## src/hdl/ess_pkg.sv

```systemverilog
package ess_pkg;
    // Timebase: all setting timers count tenths of a second
    localparam int unsigned CLK_HZ = 50_000_000;
    localparam int unsigned TICK_MS = 100;
    localparam int unsigned TICK_CYCLES = CLK_HZ / 1000 * TICK_MS;

    // Register byte offsets
    localparam logic [7:0] ADDR_CTRL = 8'h00;
    localparam logic [7:0] ADDR_COOL = 8'h04;
    localparam logic [7:0] ADDR_SFAIL = 8'h08;
    localparam logic [7:0] ADDR_EXT = 8'h0C;
    localparam logic [7:0] ADDR_THR = 8'h10;
    localparam logic [7:0] ADDR_RUNLVL = 8'h14;
    localparam logic [7:0] ADDR_GOVOFS = 8'h18;
    localparam logic [7:0] ADDR_CRANK = 8'h1C;
    localparam logic [7:0] ADDR_RUNFB = 8'h20;
    localparam logic [7:0] ADDR_FV = 8'h24;
    localparam logic [7:0] ADDR_STATUS = 8'h28;
    localparam logic [7:0] ADDR_ALARM = 8'h2C;

    // Setting limits and reset values (cooldown in s, timers in 0.1 s)
    localparam logic [15:0] COOL_MAX_S = 16'h26AC;
    localparam logic [15:0] COOL_DEF_S = 16'h00F0;
    localparam logic [15:0] SF_MIN_DS = 16'h0064;
    localparam logic [15:0] SF_MAX_DS = 16'h04B0;
    localparam logic [15:0] SF_DEF_DS = 16'h012C;
    localparam logic [15:0] EXT_MIN_DS = 16'h000A;
    localparam logic [15:0] EXT_MAX_DS = 16'h03DE;
    localparam logic [15:0] EXT_DEF_DS = 16'h0032;
    localparam logic [8:0] THR_MAX = 9'h1E2;
    localparam logic [8:0] THR_DEF = 9'h000;
    localparam logic [15:0] DLY_MIN_DS = 16'h000A;
    localparam logic [15:0] DLY_MAX_DS = 16'h03DE;
    localparam logic [15:0] CRANK_DEF_DS = 16'h0064;
    localparam logic [15:0] RUNFB_DEF_DS = 16'h0064;
    localparam logic [15:0] FV_DEF_DS = 16'h012C;
    localparam logic [15:0] RUNLVL_DEF = 16'h012C;
    localparam logic [15:0] GOVOFS_DEF = 16'h0000;

    // Field codes
    localparam logic [1:0] MODE_AUTO = 2'h0;
    localparam logic [1:0] MODE_SEMI = 2'h1;
    localparam logic [1:0] MODE_MANUAL = 2'h2;
    localparam logic [1:0] MODE_BLOCK = 2'h3;
    localparam logic [2:0] PLANT_MPE = 3'h3;
    localparam logic [2:0] PLANT_PEAK = 3'h4;
    localparam logic [2:0] THR_SRC_USER = 3'h4;
    localparam logic [2:0] THR_SRC_EBUS = 3'h5;
    localparam logic [3:0] FC_SHUTDOWN = 4'h4;
    localparam logic [3:0] FC_MAX = 4'h8;
    localparam int unsigned AL_CRANK = 0;
    localparam int unsigned AL_RUNFB = 1;
    localparam int unsigned AL_FV = 2;
    localparam int unsigned AL_EXTSTOP = 3;
    localparam int unsigned AL_STOPFAIL = 4;
    localparam int unsigned AL_N = 5;

    typedef struct packed {
        logic [3:0] fail_class;
        logic stop_fail_en;
        logic pickup_primary;
        logic mode_shift;
        logic mains_loss_auto_start;
        logic [2:0] plant;
        logic [1:0] mode;
    } ess_ctrl_t;

    localparam ess_ctrl_t CTRL_RESET = '{fail_class: FC_SHUTDOWN, stop_fail_en: 1'b1,
        pickup_primary: 1'b1, mode_shift: 1'b0, mains_loss_auto_start: 1'b0,
        plant: 3'h0, mode: MODE_SEMI};

    typedef struct packed {
        logic stop_btn;
        logic estop;
        logic auto_stop;
        logic trip_stop;
        logic auto_req;
        logic mains_loss;
        logic start_btn;
        logic remote_start;
        logic digital_start;
        logic peak_exceed;
        logic generator_breaker_close_req;
        logic primary_fb;
        logic secondary_fb;
        logic freq_level_ok;
        logic freq_volt_window_ok;
    } ess_pins_t;

    typedef enum logic [2:0] {ST_STOPPED, ST_RUNNING, ST_COOLDOWN, ST_STOPPING, ST_EXTSTOP}
        ess_state_t;
endpackage

```

## src/hdl/ess_top.sv

```systemverilog
// Behaviour
// Stop command runs stop sequence; normal or controlled stops cool down first.
// Cooldown setting 0 to 9900 s, default 240 s.
// Cooldown setting zero means endless cooldown, no automatic stop.
// Emergency stop skips cooldown, opens generator breaker, shuts engine at once.
// Semi/manual stop button starts stop; second press ends cooldown early.
// Auto stop, trip-and-stop, or removed auto request cool down then stop.
// Stop sequence abortable only during cooldown; afterwards it completes.
// No new start while stopping, until engine fully stopped.
// Listed mains, start, peak and breaker events abort cooldown.
// Engine stopped returns governor output to configured offset.
// Stop-failure timer 10.0 to 120.0 s, default 30.0 s.
// Stop-failure alarm enable defaults on; fail class defaults shutdown.
// Extended-stop timer 1.0 to 99.0 s, default 5.0 s.
// Stop threshold source selectable; value 0 to 482, default 0.
// Pickup primary: crank failure if speed level not reached within delay.
// Secondary feedback running without primary raises run feedback failure after delay.
// After running feedback, window outside limits raises freq/volt failure.
// Running, below both levels, not commanded: engine externally stopped alarm.
// Running detection level is a configurable speed set point.
// Stop failure alarm when engine still runs at stop-failure timer expiry.
`timescale 1ns/1ps
`default_nettype none
module ess_top #(
    parameter int unsigned TICK_CYCLES = ess_pkg::TICK_CYCLES
) (
    // Clock and reset
    input wire logic clk_i,
    input wire logic rst_i,
    // Wishbone classic slave
    input wire logic wb_cyc_i,
    input wire logic wb_stb_i,
    input wire logic wb_we_i,
    input wire logic [7:0] wb_adr_i,
    input wire logic [3:0] wb_sel_i,
    input wire logic [31:0] wb_dat_i,
    output logic [31:0] wb_dat_o,
    output logic wb_ack_o,
    // Discrete pins from engine, breakers and operator
    input wire ess_pkg::ess_pins_t pins_i,
    // Measurements from same-clock logic
    input wire logic [15:0] speed_i,
    input wire logic [3:0][8:0] multi_in_i,
    input wire logic [8:0] user_val_i,
    input wire logic [8:0] ebus_temp_i,
    input wire logic [15:0] gov_cmd_i,
    // Engine and breaker control
    output logic run_request_o,
    output logic stop_coil_o,
    output logic generator_breaker_open_o,
    output logic cooldown_o,
    output logic start_inhibit_o,
    output logic [15:0] gov_out_o,
    // Alarms
    output logic [4:0] alarm_o,
    output logic [3:0] stop_fail_class_o
);
    initial
    begin
        if (TICK_CYCLES < 1)
        begin
            $error("TICK_CYCLES must be at least 1");
        end
    end

    // Pin synchroniser and edge detect
    ess_pkg::ess_pins_t s1_q, s2_q, s3_q;
    always_ff @(posedge clk_i)
    begin
        s1_q <= pins_i;
        s2_q <= s1_q;
        s3_q <= s2_q;
    end
    ess_pkg::ess_pins_t rise;
    assign rise = ess_pkg::ess_pins_t'(s2_q & ~s3_q);
    wire logic auto_req_fall = s3_q.auto_req & ~s2_q.auto_req;

    // Registers
    ess_pkg::ess_ctrl_t ctrl_q;
    logic [15:0] cool_q, sf_q, ext_q, runlvl_q, govofs_q;
    logic [15:0] crank_q, runfb_q, fv_q;
    logic [2:0] thr_src_q;
    logic [8:0] thr_val_q;
    logic [4:0] alarm_q;
    logic ack_q;
    logic [31:0] rd_q;
    ess_pkg::ess_state_t st_q, st_d;

    wire logic req = wb_cyc_i & wb_stb_i;
    wire logic wr_en = req & wb_we_i & ack_q;
    wire logic [31:0] wmask = {{8{wb_sel_i[3]}}, {8{wb_sel_i[2]}},
        {8{wb_sel_i[1]}}, {8{wb_sel_i[0]}}};

    function automatic logic [31:0] merge(input logic [31:0] old, input logic [31:0] nw,
            input logic [31:0] m);
        merge = (old & ~m) | (nw & m);
    endfunction

    function automatic logic [15:0] clamp(input logic [31:0] v, input logic [15:0] lo,
            input logic [15:0] hi);
        if (v[15:0] < lo)
            clamp = lo;
        else if (v > {16'h0000, hi})
            clamp = hi;
        else
            clamp = v[15:0];
    endfunction

    wire logic [31:0] m_ctrl = merge({19'h00000, ctrl_q}, wb_dat_i, wmask);
    wire logic [31:0] m_cool = merge({16'h0000, cool_q}, wb_dat_i, wmask);
    wire logic [31:0] m_sf = merge({16'h0000, sf_q}, wb_dat_i, wmask);
    wire logic [31:0] m_ext = merge({16'h0000, ext_q}, wb_dat_i, wmask);
    wire logic [31:0] m_thr = merge({20'h00000, thr_src_q, thr_val_q}, wb_dat_i, wmask);
    wire logic [31:0] m_rl = merge({16'h0000, runlvl_q}, wb_dat_i, wmask);
    wire logic [31:0] m_go = merge({16'h0000, govofs_q}, wb_dat_i, wmask);
    wire logic [31:0] m_cr = merge({16'h0000, crank_q}, wb_dat_i, wmask);
    wire logic [31:0] m_rf = merge({16'h0000, runfb_q}, wb_dat_i, wmask);
    wire logic [31:0] m_fv = merge({16'h0000, fv_q}, wb_dat_i, wmask);
    wire logic [3:0] fc_w = (m_ctrl[12:9] > ess_pkg::FC_MAX) ? ess_pkg::FC_SHUTDOWN : m_ctrl[12:9];
    wire logic [2:0] src_w = (m_thr[11:9] > ess_pkg::THR_SRC_EBUS) ? 3'h0 : m_thr[11:9];
    wire logic [8:0] thrv_w = (m_thr[8:0] > ess_pkg::THR_MAX) ? ess_pkg::THR_MAX : m_thr[8:0];

    always_ff @(posedge clk_i)
    begin
        if (rst_i)
        begin
            ctrl_q <= ess_pkg::CTRL_RESET;
            cool_q <= ess_pkg::COOL_DEF_S;
            sf_q <= ess_pkg::SF_DEF_DS;
            ext_q <= ess_pkg::EXT_DEF_DS;
            thr_src_q <= 3'h0;
            thr_val_q <= ess_pkg::THR_DEF;
            runlvl_q <= ess_pkg::RUNLVL_DEF;
            govofs_q <= ess_pkg::GOVOFS_DEF;
            crank_q <= ess_pkg::CRANK_DEF_DS;
            runfb_q <= ess_pkg::RUNFB_DEF_DS;
            fv_q <= ess_pkg::FV_DEF_DS;
        end
        else if (wr_en)
        begin
            unique case (wb_adr_i)
                ess_pkg::ADDR_CTRL: ctrl_q <= ess_pkg::ess_ctrl_t'({fc_w, m_ctrl[8:0]});
                ess_pkg::ADDR_COOL: cool_q <= clamp(m_cool, 16'h0000, ess_pkg::COOL_MAX_S);
                ess_pkg::ADDR_SFAIL: sf_q <= clamp(m_sf, ess_pkg::SF_MIN_DS, ess_pkg::SF_MAX_DS);
                ess_pkg::ADDR_EXT: ext_q <= clamp(m_ext, ess_pkg::EXT_MIN_DS, ess_pkg::EXT_MAX_DS);
                ess_pkg::ADDR_THR:
                begin
                    thr_src_q <= src_w;
                    thr_val_q <= thrv_w;
                end
                ess_pkg::ADDR_RUNLVL: runlvl_q <= m_rl[15:0];
                ess_pkg::ADDR_GOVOFS: govofs_q <= m_go[15:0];
                ess_pkg::ADDR_CRANK: crank_q <= clamp(m_cr, ess_pkg::DLY_MIN_DS, ess_pkg::DLY_MAX_DS);
                ess_pkg::ADDR_RUNFB: runfb_q <= clamp(m_rf, ess_pkg::DLY_MIN_DS, ess_pkg::DLY_MAX_DS);
                ess_pkg::ADDR_FV: fv_q <= clamp(m_fv, ess_pkg::DLY_MIN_DS, ess_pkg::DLY_MAX_DS);
                default:
                begin
                end
            endcase
        end
    end

    // Tenth-second tick
    logic [31:0] pre_q;
    wire logic tick = (pre_q == 32'(TICK_CYCLES - 1));
    always_ff @(posedge clk_i)
    begin
        if (rst_i || tick)
            pre_q <= 32'h00000000;
        else
            pre_q <= pre_q + 32'h00000001;
    end

    // Engine status
    wire logic speed_hit = (speed_i >= runlvl_q);
    wire logic prim_run = ctrl_q.pickup_primary ? speed_hit : s2_q.primary_fb;
    wire logic eng_run = prim_run | s2_q.freq_level_ok;
    wire logic m_auto = (ctrl_q.mode == ess_pkg::MODE_AUTO);
    wire logic m_semi = (ctrl_q.mode == ess_pkg::MODE_SEMI);
    wire logic m_man = (ctrl_q.mode == ess_pkg::MODE_MANUAL);
    wire logic plant_ok = (ctrl_q.plant <= ess_pkg::PLANT_MPE);
    wire logic plant_peak = (ctrl_q.plant == ess_pkg::PLANT_PEAK);
    wire logic mains_go = m_auto & s2_q.mains_loss &
        (ctrl_q.mains_loss_auto_start | ctrl_q.mode_shift);

    // Start, stop and abort decode
    wire logic start_req = (m_auto & ((s2_q.auto_req & plant_ok) | mains_go |
        (s2_q.digital_start & plant_ok) | (s2_q.peak_exceed & plant_peak))) |
        (m_semi & (rise.start_btn | rise.remote_start)) | (m_man & rise.start_btn);
    wire logic stop_req = (m_auto & (s2_q.auto_stop | (auto_req_fall & plant_ok))) |
        s2_q.trip_stop | ((m_semi | m_man) & rise.stop_btn);
    wire logic estop = s2_q.estop;
    wire logic second_press = (m_semi | m_man) & rise.stop_btn;
    wire logic abort_cd = mains_go | (m_semi & (rise.start_btn | rise.remote_start)) |
        (m_auto & s2_q.digital_start & plant_ok) | (m_auto & s2_q.peak_exceed & plant_peak) |
        (m_semi & rise.generator_breaker_close_req);

    // Stop threshold source
    logic [8:0] thr_sel;
    assign thr_sel = (thr_src_q == ess_pkg::THR_SRC_USER) ? user_val_i :
        (thr_src_q == ess_pkg::THR_SRC_EBUS) ? ebus_temp_i : multi_in_i[thr_src_q[1:0]];
    wire logic thr_hit = (thr_val_q != 9'h000) & (thr_sel < thr_val_q);

    // Sequence timer
    logic [16:0] seq_q;
    logic seen_run_q;
    wire logic [16:0] cool_ds = 17'(cool_q) * 17'h0000A;
    wire logic cd_done = (cool_q != 16'h0000) & (seq_q >= cool_ds);
    wire logic ext_done = (seq_q >= 17'(ext_q));
    wire logic ext_stopped = seen_run_q & (st_q == ess_pkg::ST_RUNNING ||
        st_q == ess_pkg::ST_COOLDOWN) & ~speed_hit & ~s2_q.freq_level_ok;

    always_comb
    begin
        st_d = st_q;
        unique case (st_q)
            ess_pkg::ST_STOPPED:
                if (start_req)
                    st_d = ess_pkg::ST_RUNNING;
            ess_pkg::ST_RUNNING:
                if (estop)
                    st_d = ess_pkg::ST_STOPPING;
                else if (ext_stopped)
                    st_d = ess_pkg::ST_STOPPED;
                else if (stop_req)
                    st_d = ess_pkg::ST_COOLDOWN;
            ess_pkg::ST_COOLDOWN:
                if (estop || second_press || cd_done || thr_hit)
                    st_d = ess_pkg::ST_STOPPING;
                else if (ext_stopped)
                    st_d = ess_pkg::ST_STOPPED;
                else if (abort_cd)
                    st_d = ess_pkg::ST_RUNNING;
            ess_pkg::ST_STOPPING:
                if (!eng_run)
                    st_d = ess_pkg::ST_EXTSTOP;
            ess_pkg::ST_EXTSTOP:
                if (ext_done)
                    st_d = ess_pkg::ST_STOPPED;
        endcase
    end

    always_ff @(posedge clk_i)
    begin
        if (rst_i)
        begin
            st_q <= ess_pkg::ST_STOPPED;
            seq_q <= 17'h00000;
            seen_run_q <= 1'b0;
        end
        else
        begin
            st_q <= st_d;
            if (st_d != st_q)
                seq_q <= 17'h00000;
            else if (tick && seq_q != 17'h1FFFF)
                seq_q <= seq_q + 17'h00001;
            seen_run_q <= (st_d == ess_pkg::ST_RUNNING || st_d == ess_pkg::ST_COOLDOWN) &
                (seen_run_q | eng_run);
        end
    end

    // Alarm delay timers: crank, run feedback, freq/volt window
    logic [2:0] al_cond;
    logic [2:0][15:0] al_lim;
    logic [2:0] al_ev;
    wire logic run_seq = (st_q == ess_pkg::ST_RUNNING);
    assign al_cond[ess_pkg::AL_CRANK] = ctrl_q.pickup_primary & run_seq & ~speed_hit;
    assign al_cond[ess_pkg::AL_RUNFB] = s2_q.secondary_fb & ~prim_run;
    assign al_cond[ess_pkg::AL_FV] = run_seq & eng_run & ~s2_q.freq_volt_window_ok;
    assign al_lim[ess_pkg::AL_CRANK] = crank_q;
    assign al_lim[ess_pkg::AL_RUNFB] = runfb_q;
    assign al_lim[ess_pkg::AL_FV] = fv_q;
    for (genvar g = 0; g < 3; g++)
    begin : g_dly
        logic [15:0] cnt_q;
        always_ff @(posedge clk_i)
        begin
            if (rst_i || !al_cond[g])
                cnt_q <= 16'h0000;
            else if (tick && cnt_q < al_lim[g])
                cnt_q <= cnt_q + 16'h0001;
        end
        assign al_ev[g] = al_cond[g] & (cnt_q >= al_lim[g]);
    end

    // Stop failure supervision
    logic [15:0] sf_cnt_q;
    always_ff @(posedge clk_i)
    begin
        if (rst_i || st_q != ess_pkg::ST_STOPPING)
            sf_cnt_q <= 16'h0000;
        else if (tick && sf_cnt_q < sf_q)
            sf_cnt_q <= sf_cnt_q + 16'h0001;
    end
    wire logic sf_ev = ctrl_q.stop_fail_en & (st_q == ess_pkg::ST_STOPPING) &
        (sf_cnt_q >= sf_q) & eng_run;

    // Sticky alarms, write one to clear, new event wins
    wire logic [4:0] al_set = {sf_ev, ext_stopped, al_ev};
    wire logic [4:0] al_clr = (wr_en && wb_adr_i == ess_pkg::ADDR_ALARM) ?
        (wb_dat_i[4:0] & {5{wb_sel_i[0]}}) : 5'h00;
    always_ff @(posedge clk_i)
    begin
        if (rst_i)
            alarm_q <= 5'h00;
        else
            alarm_q <= (alarm_q & ~al_clr) | al_set;
    end

    // Outputs
    logic [15:0] gov_q;
    always_ff @(posedge clk_i)
    begin
        if (rst_i)
            gov_q <= ess_pkg::GOVOFS_DEF;
        else
            gov_q <= (st_q == ess_pkg::ST_STOPPED) ? govofs_q : gov_cmd_i;
    end
    assign gov_out_o = gov_q;
    assign run_request_o = (st_q == ess_pkg::ST_RUNNING) | (st_q == ess_pkg::ST_COOLDOWN);
    assign stop_coil_o = (st_q == ess_pkg::ST_STOPPING) | (st_q == ess_pkg::ST_EXTSTOP);
    assign generator_breaker_open_o = (st_q == ess_pkg::ST_COOLDOWN) | stop_coil_o;
    assign cooldown_o = (st_q == ess_pkg::ST_COOLDOWN);
    assign start_inhibit_o = stop_coil_o;
    assign alarm_o = alarm_q;
    assign stop_fail_class_o = ctrl_q.fail_class;

    // Read mux and Wishbone answer
    logic [31:0] rd_mux;
    assign rd_mux =
        (wb_adr_i == ess_pkg::ADDR_CTRL) ? {19'h00000, ctrl_q} :
        (wb_adr_i == ess_pkg::ADDR_COOL) ? {16'h0000, cool_q} :
        (wb_adr_i == ess_pkg::ADDR_SFAIL) ? {16'h0000, sf_q} :
        (wb_adr_i == ess_pkg::ADDR_EXT) ? {16'h0000, ext_q} :
        (wb_adr_i == ess_pkg::ADDR_THR) ? {20'h00000, thr_src_q, thr_val_q} :
        (wb_adr_i == ess_pkg::ADDR_RUNLVL) ? {16'h0000, runlvl_q} :
        (wb_adr_i == ess_pkg::ADDR_GOVOFS) ? {16'h0000, govofs_q} :
        (wb_adr_i == ess_pkg::ADDR_CRANK) ? {16'h0000, crank_q} :
        (wb_adr_i == ess_pkg::ADDR_RUNFB) ? {16'h0000, runfb_q} :
        (wb_adr_i == ess_pkg::ADDR_FV) ? {16'h0000, fv_q} :
        (wb_adr_i == ess_pkg::ADDR_STATUS) ? {7'h00, seq_q, 3'h0, seen_run_q,
            eng_run, st_q} :
        (wb_adr_i == ess_pkg::ADDR_ALARM) ? {27'h0000000, alarm_q} : 32'h00000000;
    always_ff @(posedge clk_i)
    begin
        if (rst_i)
        begin
            ack_q <= 1'b0;
            rd_q <= 32'h00000000;
        end
        else
        begin
            ack_q <= req & ~ack_q;
            if (req && !ack_q)
                rd_q <= rd_mux;
        end
    end
    assign wb_ack_o = ack_q & req;
    assign wb_dat_o = rd_q;

    // Checks
    estop_skip_a: assert property (@(posedge clk_i) disable iff (rst_i)
        (st_q == ess_pkg::ST_RUNNING && estop) |=> st_q == ess_pkg::ST_STOPPING && stop_coil_o)
        else $error("emergency stop did not stop at once");
    cool_first_a: assert property (@(posedge clk_i) disable iff (rst_i)
        (st_q == ess_pkg::ST_RUNNING && stop_req && !estop && !ext_stopped)
        |=> cooldown_o && run_request_o)
        else $error("normal stop skipped cooldown");
    cool_endless_a: assert property (@(posedge clk_i) disable iff (rst_i)
        (st_q == ess_pkg::ST_COOLDOWN && cool_q == 16'h0000 && !estop && !second_press &&
        !thr_hit && !abort_cd && !ext_stopped) |=> st_q == ess_pkg::ST_COOLDOWN)
        else $error("zero cooldown ended on its own");
    second_press_a: assert property (@(posedge clk_i) disable iff (rst_i)
        (st_q == ess_pkg::ST_COOLDOWN && second_press) |=> st_q == ess_pkg::ST_STOPPING)
        else $error("second stop press did not end cooldown");
    no_abort_a: assert property (@(posedge clk_i) disable iff (rst_i)
        (st_q == ess_pkg::ST_STOPPING) |=> st_q inside {ess_pkg::ST_STOPPING,
        ess_pkg::ST_EXTSTOP})
        else $error("stop aborted after cooldown");
    start_lock_a: assert property (@(posedge clk_i) disable iff (rst_i)
        start_inhibit_o |=> !(st_q == ess_pkg::ST_RUNNING))
        else $error("start taken while stopping");
    cd_abort_a: assert property (@(posedge clk_i) disable iff (rst_i)
        (st_q == ess_pkg::ST_COOLDOWN && abort_cd && !estop && !second_press && !cd_done &&
        !thr_hit && !ext_stopped) |=> st_q == ess_pkg::ST_RUNNING)
        else $error("cooldown abort ignored");
    gov_reset_a: assert property (@(posedge clk_i) disable iff (rst_i)
        (st_q == ess_pkg::ST_STOPPED) ##1 (st_q == ess_pkg::ST_STOPPED)
        |-> gov_out_o == $past(govofs_q))
        else $error("governor not at offset when stopped");
    set_range_a: assert property (@(posedge clk_i) disable iff (rst_i)
        sf_q >= ess_pkg::SF_MIN_DS && sf_q <= ess_pkg::SF_MAX_DS &&
        ext_q >= ess_pkg::EXT_MIN_DS && ext_q <= ess_pkg::EXT_MAX_DS &&
        cool_q <= ess_pkg::COOL_MAX_S && thr_val_q <= ess_pkg::THR_MAX)
        else $error("setting outside range");
    stop_fail_a: assert property (@(posedge clk_i) disable iff (rst_i)
        sf_ev |=> alarm_o[ess_pkg::AL_STOPFAIL])
        else $error("stop failure not raised");
    ext_alarm_a: assert property (@(posedge clk_i) disable iff (rst_i)
        ext_stopped |=> alarm_o[ess_pkg::AL_EXTSTOP] && !run_request_o)
        else $error("external stop not flagged");
endmodule
`default_nettype wire

```

## config.mk

```make
export PLATFORM = sky130hd
export DESIGN_NAME = ess_top
export DESIGN_NICKNAME = d
export VERILOG_FILES = /design/src/hdl/ess_pkg.sv /design/src/hdl/ess_top.sv
export SDC_FILE = /design/constraint.sdc
export NUM_CORES = 1
export LEC_CHECK = 0
export ABC_AREA = 1
export BUFFER_PORTS_ARGS = -buffer_cell sky130_fd_sc_hd__buf_2
export CELL_PAD_IN_SITES_DETAIL_PLACEMENT = 0
export CELL_PAD_IN_SITES_GLOBAL_PLACEMENT = 2
export CORE_UTILIZATION = 25
export CTS_CLUSTER_SIZE = 20
export DETAILED_ROUTE_END_ITERATION = 12
export GPL_TIMING_DRIVEN = 0
export PLACE_DENSITY = 0.62
export SLEW_MARGIN = 40
export SYNTH_ARGS = -nofsm -noshare
export SYNTH_HDL_FRONTEND = slang
export SYNTH_SLANG_ARGS = --single-unit
```

## constraint.sdc

```tcl
create_clock -name clk_i -period 3.85 [get_ports clk_i]
set_clock_uncertainty 0.15 [all_clocks]
set_input_delay 0.77 -clock clk_i [delete_from_list [all_inputs] [get_ports clk_i]]
set_output_delay 0.77 -clock clk_i [all_outputs]
set_load 0.02 [all_outputs]
```

# ---- Word level (Yosys, flattened, before mapping)
# Cells that the tools add are included.
# Widths: inputs -> output; s select.
dict set report totals {
  register_bits 369
  in_bits 150
  wordCells 310
}
dict set report classes {
  add_sub_neg 6
  multipliers 1
  magnitude_cmp 29
  n_eq_ne 26
  muxes 44
  bitwise_logic 93
  reduce_logical 37
}
# cell n
set ops {}
lappend ops {{$mux 25} 11}
lappend ops {{$mux 16} 13}
lappend ops {{$and 16x32->32} 6}
lappend ops {{$or 32x32->32} 6}
lappend ops {{$gt 32x10->1 const B} 4}
lappend ops {{$ge 16x16->1} 5}
lappend ops {{$add 16x1->16 const B} 4}
lappend ops {{$lt 16x16->1} 4}
lappend ops {{$lt 16x4->1 const B} 4}
lappend ops {{$and 1x1->1} 39}
lappend ops {{$mux 9} 4}
lappend ops {{$add 32x1->32 const B} 1}
lappend ops {{$and 16x16->16} 2}
lappend ops {{$and 32x32->32} 1}
lappend ops {{$eq 32x23->1 const B} 1}
lappend ops {{$eq 8x5->1 const B} 4}
lappend ops {{$eq 8x6->1 const B} 4}
lappend ops {{$gt 32x11->1 const B} 1}
lappend ops {{$gt 32x14->1 const B} 1}
lappend ops {{$not 32->32} 1}
lappend ops {{$or 16x16->16} 2}
lappend ops {{$mux 3} 10}
lappend ops {{$or 1x1->1} 20}
lappend ops {{$reduce_and 2->1} 10}
lappend ops {{46 further kinds} 78}

# ---- Longest topological paths before layout
dict set report logic_depth {
  depth_word 15
  mapped_depth 27
  mapped_depth_nobuf 26
}

# ---- Worst setup path after synthesis
# OpenSTA, ideal clock, no wires.
dict set report synth_path {
  kind {reg-to-reg}
  from {reg cool_q[3]}
  to {reg seq_q[10]}
  setup_ps 119
  t_arrival_ps 3806
  path_slack_ps -225
  path_stages_with_launch 28
  n_path_buf 1
  period_less_slack_ps 4075
  cell_sequence {dfxtp_1 -> ha_1 -> ha_1 -> inv_1 -> fa_1 -> nand3b_1 -> and2_1 -> o221ai_1 -> a21oi_1 -> o21bai_1 -> a21oi_1 -> nor2_1 -> nor2_1 -> xor2_1 -> ha_1 -> a21oi_1 -> o21ai_0 -> a21oi_1 -> nand3_1 -> nand2_1 -> nand4_1 -> nand2_1 -> nand2_1 -> nand2_1 -> nand2_1 -> nand2_2 -> buf_2 -> nor3_1}
}
dict set report synth_via {
  elab_chain_len 9
  word_cells_on_any_way 10
  classes_between {mul (1); order compare (1); eq/ne (1); mux (2); bitwise (1); reduce/logical (4)}
}
# element line_no
set synth_rtl {}
lappend synth_rtl {{from (decl)} ess_top.sv:80} ;# logic [15:0] cool_q, sf_q, ext_q, runlvl_q, govofs_q;
lappend synth_rtl {{from (signal assigned)} ess_top.sv:128} ;# cool_q <= ess_pkg::COOL_DEF_S;
lappend synth_rtl {{from (signal assigned)} ess_top.sv:143} ;# ess_pkg::ADDR_COOL: cool_q <= clamp(m_cool, 16'h0000, ess_pkg::COOL_MAX_S);
lappend synth_rtl {{$mul 16x3->16} ess_top.sv:207} ;# wire logic [16:0] cool_ds = 17'(cool_q) * 17'h0000A;
lappend synth_rtl {{$ge 17x17->1} ess_top.sv:208} ;# wire logic cd_done = (cool_q != 16'h0000) & (seq_q >= cool_ds);
lappend synth_rtl {{$and 1x1->1 (*)} ess_top.sv:208}
lappend synth_rtl {{$logic_or 1x1->1 (*) (2 in series)} ess_top.sv:228} ;# if (estop || second_press || cd_done || thr_hit)
lappend synth_rtl {{$mux 3 (*)} ess_top.sv:228}
lappend synth_rtl {{$pmux 3 s5 (*)} ess_top.sv:216} ;# unique case (st_q)
lappend synth_rtl {{$ne 3x3->1 (*)} ess_top.sv:254} ;# if (st_d != st_q)
lappend synth_rtl {{$reduce_or 2->1 (no source line) (*)} n/a}
lappend synth_rtl {{to (signal assigned)} ess_top.sv:257} ;# seq_q <= seq_q + 17'h00001;
lappend synth_rtl {{to (decl)} ess_top.sv:205} ;# logic [16:0] seq_q;
# Every way passes the cells marked *; elsewhere a longest branch is shown, timed or not.
# A chain may end at the register's enable or synchronous reset.

# ---- Worst setup path after layout
dict set report layout_path {
  from {reg cool_q[3]}
  to {reg seq_q[9]}
}
# The elaborated chain is that of the path after synthesis.

==> impl_results.md <==
* Status: finished, violations left
* Failing checks: setup timing
* Yosys top cell by area: dfxtp_1
* Most common cell after layout, fill and taps aside: nand2_1
* Worst setup EP type: register
* Post-synth EDFFs at 0
* Synth Area per Inst at 7.03 sq um
* Crit Reg-Reg Startpoint: cool_q[3]
* RSZ-0062 raised after global routing: yes
* Leakage at 10.2 nW
* Worst hold start: pins_i[12]
* Fin. max-slew vios at 0
* Setup TNS at -8.24 ns
* Die Y at 290 um
* Routed via count at 21.8k
* Type of the worst min-delay path: in2reg
* Layout area overhead at 21.5%
* Core ar. at 82100 sq um
* Clk pin slew, worst setup/hold paths at 0.06 ns
* Die width at 290 um
* Cell Area, Synth at 20700 sq um
* GRT Residual Overflow at 0
* Share of cells above drive strength 1 at 13.6%
* Setup ws final at -0.456 ns
* Critical path startpoint category: register
* Yosys reg bits at 352
* Final ANT Viol Nets at 0
* FMAX at 232 MHz
* Max-cap viol count at 0
* Ys Warns at 0
* Worst-Margin Slew at 0.844 ns
* CP Max Fanout at 10
* Drt drc at 0
* Synth area leaders: dfxtp_1, ha_1, a21oi_1
* Initial antenna violation count at 3
* Final setup vio count at 20
* Register area share after synthesis at 34.0%
* Worst EP required at 4.23 ns
* First-pass GRT wire length at 143000 um
* CTS H-tree lvls at 2
* CTS Buf Count at 48
* Clk_lat worst skew at 0.61 ns
* TritonCTS clock tree: yes
* Fin crit period at 4.31 ns
* Reg2Reg Depth at 26
* Wirelength, routed at 99100 um
* DR pass1 iterations at 7
* Post-layout power at 10.1 mW
* Final Hold Viols at 0
* WS Path Type: reg2reg
* Die Footprint at 84100 sq um
* Crit share post-route at 112%
* WL/cell at 22.9 um
* Starting Density at 25.2%
* Hold Buf Count CTS at 0
* Top Ports at 213
* IO Port Bufs at 203
* Initial drt markers at 1617
* P per Cell Area at 403 nW/um^2
* Clock Tree Root: clkbuf_16
* Via-per-instance ratio at 5.03
* Hold depth at 1
* Maximum clock path buffer count at 3
* Largest net degree at the start of global routing at 13
* CP Data Arrival Time at 4.68 ns
* Hpwl dp at 78900 um
* Row cnt at 105
* Cells after Synth at 2948
* CP Launch Point: cool_q[3]
* Synth unique cells at 57
* Max_slew headroom at 43.7%
* Commonest cells after routing, fill and taps aside: nand2_1, inv_1, a21oi_1
* GRT Util Overall at 22.9%
* CTS sink cnt at 352
* Vias in the first global route at 21.1k
* Top-area cell type share of the netlist area at 34.0%
* Placer Congestion at 0.935
* Post-synth ARST share at 0%
* Maximum vdd drop at 0.228 mV
* Layout net count at 3528
* Most used DFF post-synth: dfxtp_1
-- power breakdown --
part           internal [mW]  leakage, nW  switching (mW)
registers               3.74         2.86          0.0508
logic                  0.523         6.55            1.10
clock network           2.90        0.814            1.83
-- layer usage --
metal,global-route usage [%],wire length (um)
met4,7.67,3230
met1,31.4,46200
met5,0,0
met2,36.5,44000
met3,3.55,5710
-- repair_timing --
item / in CTS / in global routing
gates resized for setup: 28 / 16
setup buffers: 8 / 5
pin swaps: 10 / 18
setup endpoints to repair: 20 / 20
gates cloned: 0 / 1
-- critical path, cell delays in order (launching register included) --
cell	delay [ns]
dfxtp_4	0.36
ha_4	0.27
ha_4	0.13
inv_4	0.03
fa_2	0.33
nand3b_1	0.17
and2_4	0.16
o221ai_4	0.19
a21oi_2	0.08
o21bai_1	0.21
a21oi_1	0.10
nor2_1	0.09
nor2_1	0.06
xor2_1	0.14
ha_1	0.35
a21oi_2	0.13
o21ai_1	0.09
a21oi_1	0.13
nand3_1	0.12
nand2_2	0.12
nand4_1	0.10
nand2_1	0.13
nand2_2	0.09
nand3_2	0.09
nand3_4	0.12
buf_6	0.18
nor3_2	0.11
-- cells by family after synthesis --
logic type | Yosys count | share of synthesized area [%]
adder cells (fa/ha/maj) | 156 | 9.45
XOR/XNOR | 45 | 1.90
AND/OR/NAND/NOR | 1142 | 24.9
buffers and inverters | 521 | 9.94
AO/OA/AOI/OAI | 724 | 19.5
flip-flops | 352 | 34.0
other | 1 | 0.0181
multiplexers | 7 | 0.338
-- per-stage QoR --
stage	cell area [sq um]	cells	util (%)	hold slack [ns]	worst slack, ns
floorplan	20800	2954	-	0.160	-0.0593
global placement	23200	4227	28.2	0.165	-1.08
detailed placement	23200	4228	28.3	0.163	-0.814
CTS	25000	4325	30.5	0.0822	-0.504
global route	25200	4331	30.7	0.0841	-0.759
finish	25200	4334	30.7	0.114	-0.456
-- final cells by class --
type | count | area, sq um
plain buffers | 92 | 480
repair buffers | 218 | 1160
clock inverters | 17 | 223
multi-input cells | 2081 | 11900
inverters | 429 | 1620
flip-flops and latches | 352 | 7060
clock buffers | 72 | 1430
diodes | 3 | 7.51
well taps | 1070 | 1340
fillers | 9049 | 56900
-- synth_stat cells (8+ instances only) --
master,instances
xnor2_1,15
dfxtp_1,352
o21ai_0,205
inv_2,16
inv_1,409
o2111ai_1,16
nand3b_1,8
a21oi_1,368
ha_1,155
o22ai_1,26
a211oi_1,10
nand3_1,96
clkbuf_1,62
buf_2,10
nor2_1,252
xor2_1,30
o221ai_1,19
a31oi_1,12
buf_4,14
a221oi_1,9
nor2_2,14
nand4_1,77
nand2_1,490
nor3_1,120
nor4_1,30
o211ai_1,28
-- worst paths after layout --
path | to | slack, ns
max | seq_q[9] | -0.46
min | s1_q[12] | 0.11
max reg2reg | seq_q[9] | -0.46
min reg2reg | s2_q[8] | 0.17
Power figures use the tool's default switching activity.
